File: config.mk
export PLATFORM = sky130hd
export DESIGN_NAME = port_b_pin_function_mux
export DESIGN_NICKNAME = d
export VERILOG_FILES = /design/src/design/port_b_pkg.sv /design/src/design/pin_sync.sv /design/src/design/port_b_pin_function_mux.sv
export SDC_FILE = /design/constraint.sdc
export NUM_CORES = 1
export LEC_CHECK = 0
export ABC_AREA = 1
export BUFFER_PORTS_ARGS = -buffer_cell sky130_fd_sc_hd__buf_2
export CAP_MARGIN = 15
export CORE_MARGIN = 8
export CORE_UTILIZATION = 43
export CTS_BUF_LIST = sky130_fd_sc_hd__clkbuf_4 sky130_fd_sc_hd__clkbuf_8
export CTS_CLUSTER_DIAMETER = 150
export CTS_CLUSTER_SIZE = 12
export DETAILED_ROUTE_END_ITERATION = 6
export PLACE_DENSITY = 0.71
export SLEW_MARGIN = 10
export SYNTH_ARGS = -nofsm -noshare
export SYNTH_HDL_FRONTEND = slang
export SYNTH_SLANG_ARGS = --single-unit
File: constraint.sdc
create_clock -name pclk -period 1.4 [get_ports pclk]
set_input_delay 0.07 -clock pclk [delete_from_list [all_inputs] [get_ports pclk]]
set_output_delay 0.07 -clock pclk [all_outputs]
set_load 0.01 [all_outputs]
File: src/design/port_b_pkg.sv
// constants and carrier types for the port b pin function multiplexer
package port_b_pkg;

    localparam int PIN_COUNT = 8;
    localparam int DATA_W    = 32;
    localparam int ADDR_W    = 8;
    localparam int SYNC_DEPTH = 2;

    // register byte addresses
    localparam logic [ADDR_W-1:0] REG_DATA_LATCH    = 8'h00;
    localparam logic [ADDR_W-1:0] REG_DIRECTION     = 8'h04;
    localparam logic [ADDR_W-1:0] REG_ANALOG_SELECT = 8'h08;
    localparam logic [ADDR_W-1:0] REG_CONTROL       = 8'h0c;
    localparam logic [ADDR_W-1:0] REG_PIN_STATUS    = 8'h10;
    localparam logic [ADDR_W-1:0] REG_DRIVE_STATUS  = 8'h14;

    // reset values: pins start as analog inputs with drivers off
    localparam logic [PIN_COUNT-1:0] LATCH_RESET     = 8'h00;
    localparam logic [PIN_COUNT-1:0] DIRECTION_RESET = 8'hff;
    localparam logic [PIN_COUNT-1:0] ANALOG_RESET    = 8'hff;

    // pins with special functions
    localparam int PIN_ZERO = 0;
    localparam int PIN_ONE  = 1;
    localparam int PIN_TWO  = 2;
    localparam int PIN_FOUR = 4;

    // control register fields, bit 3 downward
    localparam int CONTROL_W = 4;
    typedef struct packed {
        logic prog_data_sel;
        logic mp_slave;
        logic mp_master;
        logic smbus_levels;
    } control_t;
    localparam control_t CONTROL_RESET = 4'h0;

    // what the mux hands to the pads
    typedef struct packed {
        logic [PIN_COUNT-1:0] out;
        logic [PIN_COUNT-1:0] oe;
        logic [PIN_COUNT-1:0] input_enable;
    } pad_drive_t;

    // analog switch enables on the pads
    typedef struct packed {
        logic channel_five;
        logic channel_four;
        logic current_ref;
        logic current_sense;
    } analog_route_t;

endpackage

File: src/design/pin_sync.sv
// two-flop synchroniser for a vector of pad inputs
`timescale 1ns/1ps
`default_nettype none

module pin_sync #(
    parameter int WIDTH = 8
) (
    input  wire logic             pclk,
    input  wire logic             presetn,
    input  wire logic [WIDTH-1:0] async_in,
    output var  logic [WIDTH-1:0] sync_out
);

    logic [WIDTH-1:0] stage_one;

    if (WIDTH < 1) begin : g_width_check
        $error("pin_sync: WIDTH must be at least 1");
    end

    // stage_one is read only by the second flop
    // pads idle high behind pull-ups; a zero here would fake a falling
    // edge on the bus data input just after reset
    always_ff @(posedge pclk or negedge presetn) begin
        if (!presetn) begin
            stage_one <= '1;
            sync_out  <= '1;
        end else begin
            stage_one <= async_in;
            sync_out  <= stage_one;
        end
    end

endmodule // pin_sync

`default_nettype wire

File: src/design/port_b_pin_function_mux.sv
// port b pin function multiplexer with apb register access
//
// What this block does
// - pin zero only pulls low or releases; never drives high.
// - several enabled output functions on a pin: highest priority drives.
// - analog inputs and some digital inputs work while pin is analog.
// - digital outputs still drive analog-mode pins, same priority order.
// - pad drives only when configured as output, or on pin zero for serial-bus master data; otherwise driver off.
// - pin zero: serial-bus master data beats port data; both open-drain.
// - pin zero feeds serial-bus slave data; smbus or standard thresholds.
// - converter channel four on pin one kills input buffer; reads zero.
// - pin one: multi-phase current-sense output beats port data output.
// - multi-phase slave: pin one accepts shared current reference input.
// - converter channel five on pin two reads zero; input buffer stays on.
// - pin two gives schmitt input as timer gate source two.
// - pin used as serial-programming data reads back zero.
// - analog-select set reads zero; output-enabled pin still drives.
`timescale 1ns/1ps
`default_nettype none

module port_b_pin_function_mux
    import port_b_pkg::*;
#(
    parameter int PINS = PIN_COUNT
) (
    input  wire logic                 pclk,
    input  wire logic                 presetn,
    // apb slave
    input  wire logic                 psel,
    input  wire logic                 penable,
    input  wire logic                 pwrite,
    input  wire logic [ADDR_W-1:0]    paddr,
    input  wire logic [DATA_W-1:0]    pwdata,
    output var  logic [DATA_W-1:0]    prdata,
    output var  logic                 pready,
    output var  logic                 pslverr,
    // pads
    input  wire logic [PINS-1:0]      pad_in,
    output var  pad_drive_t           pad_drive,
    output var  logic                 sda_smbus_levels,
    output var  analog_route_t        analog_route,
    // serial-bus peripheral
    input  wire logic                 i2c_master_enable,
    input  wire logic                 i2c_master_sda_out,
    output var  logic                 i2c_slave_sda_in,
    // converter channel selects from the converter, same clock
    input  wire logic                 converter_channel_four,
    input  wire logic                 converter_channel_five,
    // timer gate
    output var  logic                 timer_gate_source_two
);

    if (PINS != PIN_COUNT) begin : g_pins_check
        $error("port_b_pin_function_mux: PINS must equal PIN_COUNT");
    end

    ////////////////////////////////////////////////////////////////////////
    // registers

    logic [PINS-1:0]   port_b_data_latch;
    logic [PINS-1:0]   port_b_direction;
    logic [PINS-1:0]   port_b_analog_select;
    control_t          control;

    logic [PINS-1:0]   pad_sync;
    logic [PINS-1:0]   pin_read;
    logic [PINS-1:0]   force_zero;
    logic [PINS-1:0]   next_out;
    logic [PINS-1:0]   next_oe;
    logic [PINS-1:0]   next_input_enable;
    analog_route_t     next_route;

    logic              access;
    logic              write_fire;
    logic [DATA_W-1:0] read_mux;
    logic              addr_miss;

    ////////////////////////////////////////////////////////////////////////
    // pad input synchronisers

    pin_sync #(
        .WIDTH    (PINS)
    ) u_pin_sync (
        .pclk     (pclk),
        .presetn  (presetn),
        .async_in (pad_in),
        .sync_out (pad_sync)
    );

    ////////////////////////////////////////////////////////////////////////
    // apb handshake: one wait state, so reads have a full cycle to settle

    assign access     = psel & penable;
    assign write_fire = access & pready & pwrite;

    always_ff @(posedge pclk or negedge presetn) begin
        if (!presetn) begin
            pready <= 1'b0;
        end else begin
            pready <= access & ~pready;
        end
    end

    always_comb begin
        read_mux  = '0;
        addr_miss = 1'b0;
        if (paddr == REG_DATA_LATCH) begin
            read_mux[PINS-1:0] = pin_read;
        end else if (paddr == REG_DIRECTION) begin
            read_mux[PINS-1:0] = port_b_direction;
        end else if (paddr == REG_ANALOG_SELECT) begin
            read_mux[PINS-1:0] = port_b_analog_select;
        end else if (paddr == REG_CONTROL) begin
            read_mux[CONTROL_W-1:0] = control;
        end else if (paddr == REG_PIN_STATUS) begin
            read_mux[PINS-1:0] = pad_sync;
        end else if (paddr == REG_DRIVE_STATUS) begin
            read_mux[PINS-1:0] = pad_drive.oe;
        end else begin
            addr_miss = 1'b1;
        end
    end

    // answer is captured one edge before pready is seen high
    always_ff @(posedge pclk or negedge presetn) begin
        if (!presetn) begin
            prdata  <= '0;
            pslverr <= 1'b0;
        end else if (access & ~pready) begin
            prdata  <= pwrite ? '0 : read_mux;
            pslverr <= addr_miss;
        end else begin
            prdata  <= '0;
            pslverr <= 1'b0;
        end
    end

    ////////////////////////////////////////////////////////////////////////
    // software-written registers

    always_ff @(posedge pclk or negedge presetn) begin
        if (!presetn) begin
            port_b_data_latch <= LATCH_RESET;
        end else if (write_fire && paddr == REG_DATA_LATCH) begin
            port_b_data_latch <= pwdata[PINS-1:0];
        end
    end

    always_ff @(posedge pclk or negedge presetn) begin
        if (!presetn) begin
            port_b_direction <= DIRECTION_RESET;
        end else if (write_fire && paddr == REG_DIRECTION) begin
            port_b_direction <= pwdata[PINS-1:0];
        end
    end

    always_ff @(posedge pclk or negedge presetn) begin
        if (!presetn) begin
            port_b_analog_select <= ANALOG_RESET;
        end else if (write_fire && paddr == REG_ANALOG_SELECT) begin
            port_b_analog_select <= pwdata[PINS-1:0];
        end
    end

    always_ff @(posedge pclk or negedge presetn) begin
        if (!presetn) begin
            control <= CONTROL_RESET;
        end else if (write_fire && paddr == REG_CONTROL) begin
            control <= control_t'(pwdata[CONTROL_W-1:0]);
        end
    end

    ////////////////////////////////////////////////////////////////////////
    // read-back forcing

    always_comb begin
        force_zero           = '0;
        force_zero[PIN_ONE]  = converter_channel_four;
        force_zero[PIN_TWO]  = converter_channel_five;
        force_zero[PIN_FOUR] = control.prog_data_sel;
    end

    // analog mode masks the digital read; read-modify-write on a driven
    // analog pin therefore writes zero back into the latch
    assign pin_read = pad_sync & ~port_b_analog_select & ~force_zero;

    ////////////////////////////////////////////////////////////////////////
    // output drivers, one per pin

    for (genvar i = 0; i < PINS; i++) begin : g_pin
        always_comb begin
            // analog select never enters the driver path
            next_out[i]          = port_b_data_latch[i];
            next_oe[i]           = ~port_b_direction[i];
            next_input_enable[i] = ~port_b_analog_select[i] & ~force_zero[i];
            if (i == PIN_ZERO) begin
                // open drain: only ever drive a low level
                next_out[i] = 1'b0;
                if (i2c_master_enable) begin
                    next_oe[i] = ~i2c_master_sda_out;
                end else begin
                    next_oe[i] = ~port_b_direction[i]
                               & ~port_b_data_latch[i];
                end
                // slave data path keeps its buffer in analog mode
                next_input_enable[i] = 1'b1;
            end else if (i == PIN_ONE) begin
                if (control.mp_master) begin
                    next_oe[i]  = 1'b0;
                    next_out[i] = 1'b0;
                end
            end else if (i == PIN_TWO) begin
                // timer gate input stays alive in analog mode
                next_input_enable[i] = 1'b1;
            end
        end
    end

    always_comb begin
        next_route               = '0;
        next_route.current_sense = control.mp_master;
        next_route.current_ref   = control.mp_slave & ~control.mp_master
                                 & port_b_analog_select[PIN_ONE];
        next_route.channel_four  = converter_channel_four
                                 & port_b_analog_select[PIN_ONE];
        next_route.channel_five  = converter_channel_five
                                 & port_b_analog_select[PIN_TWO];
    end

    always_ff @(posedge pclk or negedge presetn) begin
        if (!presetn) begin
            pad_drive.out          <= '0;
            pad_drive.oe           <= '0;
            pad_drive.input_enable <= '0;
        end else begin
            pad_drive.out          <= next_out;
            pad_drive.oe           <= next_oe;
            pad_drive.input_enable <= next_input_enable;
        end
    end

    always_ff @(posedge pclk or negedge presetn) begin
        if (!presetn) begin
            analog_route <= '0;
        end else begin
            analog_route <= next_route;
        end
    end

    ////////////////////////////////////////////////////////////////////////
    // digital inputs steered to peripherals

    always_ff @(posedge pclk or negedge presetn) begin
        if (!presetn) begin
            i2c_slave_sda_in      <= 1'b1;
            sda_smbus_levels      <= 1'b0;
            timer_gate_source_two <= 1'b0;
        end else begin
            i2c_slave_sda_in      <= pad_sync[PIN_ZERO];
            sda_smbus_levels      <= control.smbus_levels;
            // schmitt input threshold lives in the pad; this is its path
            timer_gate_source_two <= pad_sync[PIN_TWO];
        end
    end

endmodule // port_b_pin_function_mux

`default_nettype wire

==> results.yml <==
critical_path:
  cpPeakStageDelay_ns: 0.40
  rr_worst_depth: 5
  path_common_cell: "nand2_1"
  r2r_end: "control[1]$_DFFE_PN0P_"
  cp_slowest_cell: "dfrtp_1"
  cp-end-kind: "flop"
  crit_path_start_kind: "flop"
  arrival_ns: 1.49
  critPathKind: "reg2reg"
  worstPathMaxFanout: 8
  rrSetupSlack_ns: 0.13
  required_ns: 1.63
  rr_startpoint: "pready$_DFF_PN0_"
  cp_cell_sequence: "nand2_1 -> nor2_8 -> nand2_1 -> nand2_1 -> o21ai_1"
global_routing:
  track_usage_pct: 13.6
  grt_pass1_wl_um: 12200
  top_usage_layer: "met2"
  antenna_found_initial: 0
  grt_pass1_vias: 2462
  grt_use_met1_pct: 16.5
  grt_use_met3_pct: 3.36
  grt_max_degree: 31
  met2_usage_pct: 21.6
  overflow: 0
sta:
  final-setup-viol-count: 0
  hold_viol: 0
  setup_tns_ns: 0
  max_freq_mhz: 789
  period_share_pct: 90.6
  finalCriticalPeriod_ns: 1.27
  finalClockSkew_ns: 0.00921
  slew_violations: 0
  rsz0062_at_grt: "false"
pwr:
  switching_share_pct: 20.9
  power.leakage_nw: 2.16
  p_per_area_nw_per_um2: 1120
  clockPowerShare_pct: 42.8
  pwr-share-seq_pct: 51.1
  p_int_w: 0.00384
  vdd_ir_drop_max_mv: 0.410
  p_switching_w: 0.00102
  comb_power_share_pct: 6.2
layout:
  instances_no_fill: 549
  drive_above_1_share_pct: 41.7
  synthToLayoutAreaGrowth_pct: 22.2
  nets: 496
  n_antenna_cell: 0
drt:
  vias_per_cell: 4.41
  drt-total-wl_um: 7410
  drcViolationCount: 0
  wl_per_cell_um: 13.5
  first_iter_violations: 98
  dr.pass1.iters: 4
  ant_nets: 0
  vias: 2419
placement:
  place_hpwl_um: 5600
  place_congestion: 0.875
  io_buffer_count: 72
  dp.cells: 520
synth:
  yosysSeqAreaShare_pct: 59.6
  netlist.top_cell.by_area: "dfrtp_1"
  netlist_area_um2: 3560
  synth.distinct_cells: 25
  ys_top_cells_by_area: "dfrtp_1 35%, dfstp_2 24%, nand2_1 7.6%"
  synth_top_area_share_pct: 35.2
  ys_warn_count: 0
  netlist_instances: 344
  synth_seq_cells: 83
  syn_avg_cell_area_um2: 10.3
floorplan:
  core.rowCount: 33
  fp.dieArea_um2: 11400
  initial_core_util_pct: 43.7
  ios: 122
  fp.coreArea_um2: 8130
  die_w_um: 107
  die_h_um: 107
hold_path:
  min_from: "pwdata[6]"
  whs_path_depth: 3
  hp-class: "in2reg"
  hold_end: "port_b_analog_select[6]$_DFFE_PN1P_"
clock_tree:
  ctsRootBufferMaster: "clkbuf_8"
  cts_num_sinks: 83
  cts_buffers: 9
  clk_latency_ns: 0.35
  tritoncts: "done"
  clockBufferDepth: 2
  htreeDepth: 3
  clkTransAtPathRegs_ns: 0.08
job:
  cap_violations: 0
status:
  outcome: "complete, no violations"
Yosys cell counts, drive strengths merged:
master  instances
conb            2
o21ai          36
nor3            4
nand3b          1
buf            29
nand2          87
inv            42
dfstp          33
dfrtp          50
or2             1
nand3          17
clkinv          2
a21oi           7
nor2           33
cells by family after synthesis:
group / share of synthesized area (%)
and+or+nand+nor: 20.3
AOI/OAI and AO/OA: 8.59
other: 0.211
buffers and inverters: 11.3
DFF: 59.6
worst max-delay path by stage:
stage | to | start | slack, ns | depth (start not counted)
after global placement | control[2]$_DFFE_PN0P_ | paddr[6] | 0.16 | 9
after detailed placement | control[1]$_DFFE_PN0P_ | paddr[6] | 0.12 | 9
after CTS | control[1]$_DFFE_PN0P_ | pready$_DFF_PN0_ | 0.12 | 5
final | control[1]$_DFFE_PN0P_ | pready$_DFF_PN0_ | 0.13 | 5
after floorplan | port_b_data_latch[5]$_DFFE_PN0P_ | pready$_DFF_PN0_ | 0.22 | 6
after global routing | control[3]$_DFFE_PN0P_ | pready$_DFF_PN0_ | 0.03 | 5
state kept, by name (all words and copies together) (netlist names), 4 cells and up:
name	cells
u_pin_sync.stage_one	8
prdata	8
pad_drive	22
port_b_data_latch	8
port_b_analog_select	8
analog_route	4
port_b_direction	8
u_pin_sync.sync_out	8
control	4
power groups by stage:
stage               sequential, W  combinational, W  clock, W
finish                    0.00248          0.000299   0.00208
global route              0.00248          0.000334   0.00223
CTS                       0.00248          0.000301   0.00211
detailed placement        0.00252          0.000273         0
global placement          0.00252          0.000266         0
floorplan                 0.00253          0.000176         0
metal layers:
layer	share of wire [%]	up-vias
li1	-	1207
met1	41	1096
met2	48	95
met3	7.5	21
met4	2.9	0
met5	0	-
cells in the final DEF (no fill, tap or decap), drive strengths merged, types with 12 or more instances in the layout:
master,netlist,final
buf,29,76
clkbuf,0,12
conb,2,26
dfrtp,50,50
dfstp,33,33
dlygate4sd3,0,13
inv,42,42
nand2,87,87
nand3,17,17
nor2,33,33
o21ai,36,36
through the flow:
stage / util, % / worst slack [ns] / hold WS (ns) / total power, W / cell area [µm²]
final: 53.4 / 0.132 / 0.0174 / 0.00486 / 4350
after CTS: 53.4 / 0.123 / 0.0112 / 0.00489 / 4350
after detailed placement: 48.8 / 0.123 / 0.0222 / 0.00280 / 3970
after global routing: 53.4 / 0.0289 / 0.0207 / 0.00505 / 4350
after global placement: 48.8 / 0.161 / 0.0197 / 0.00279 / 3970
after floorplan: - / 0.223 / -0.226 / 0.00270 / 3650
critical path: cells and delay by family, from the launching register on:
| kind | cells | cell delay, ns |
|---|---|---|
| flops | 1 | 0.40 |
| simple gates | 4 | 0.69 |
| compound gates | 1 | 0.07 |
repair_timing:
| action | in CTS | in global routing |
|---|---|---|
| hold buffers | 13 | 0 |
| gates resized for setup | 0 | 0 |
| buffers inserted | 0 | 0 |
| endpoints found under the hold margin | 76 | 0 |
final cells by class:
class,instances,area (µm²)
fill,723,3790
sequential,83,2120
multi-input combinational,212,1120
timing repair buffer,89,548
inverter,44,174
clock buffer,12,153
tap,105,131
clock inverter,4,97.6
Power figures use the tool's default switching activity.
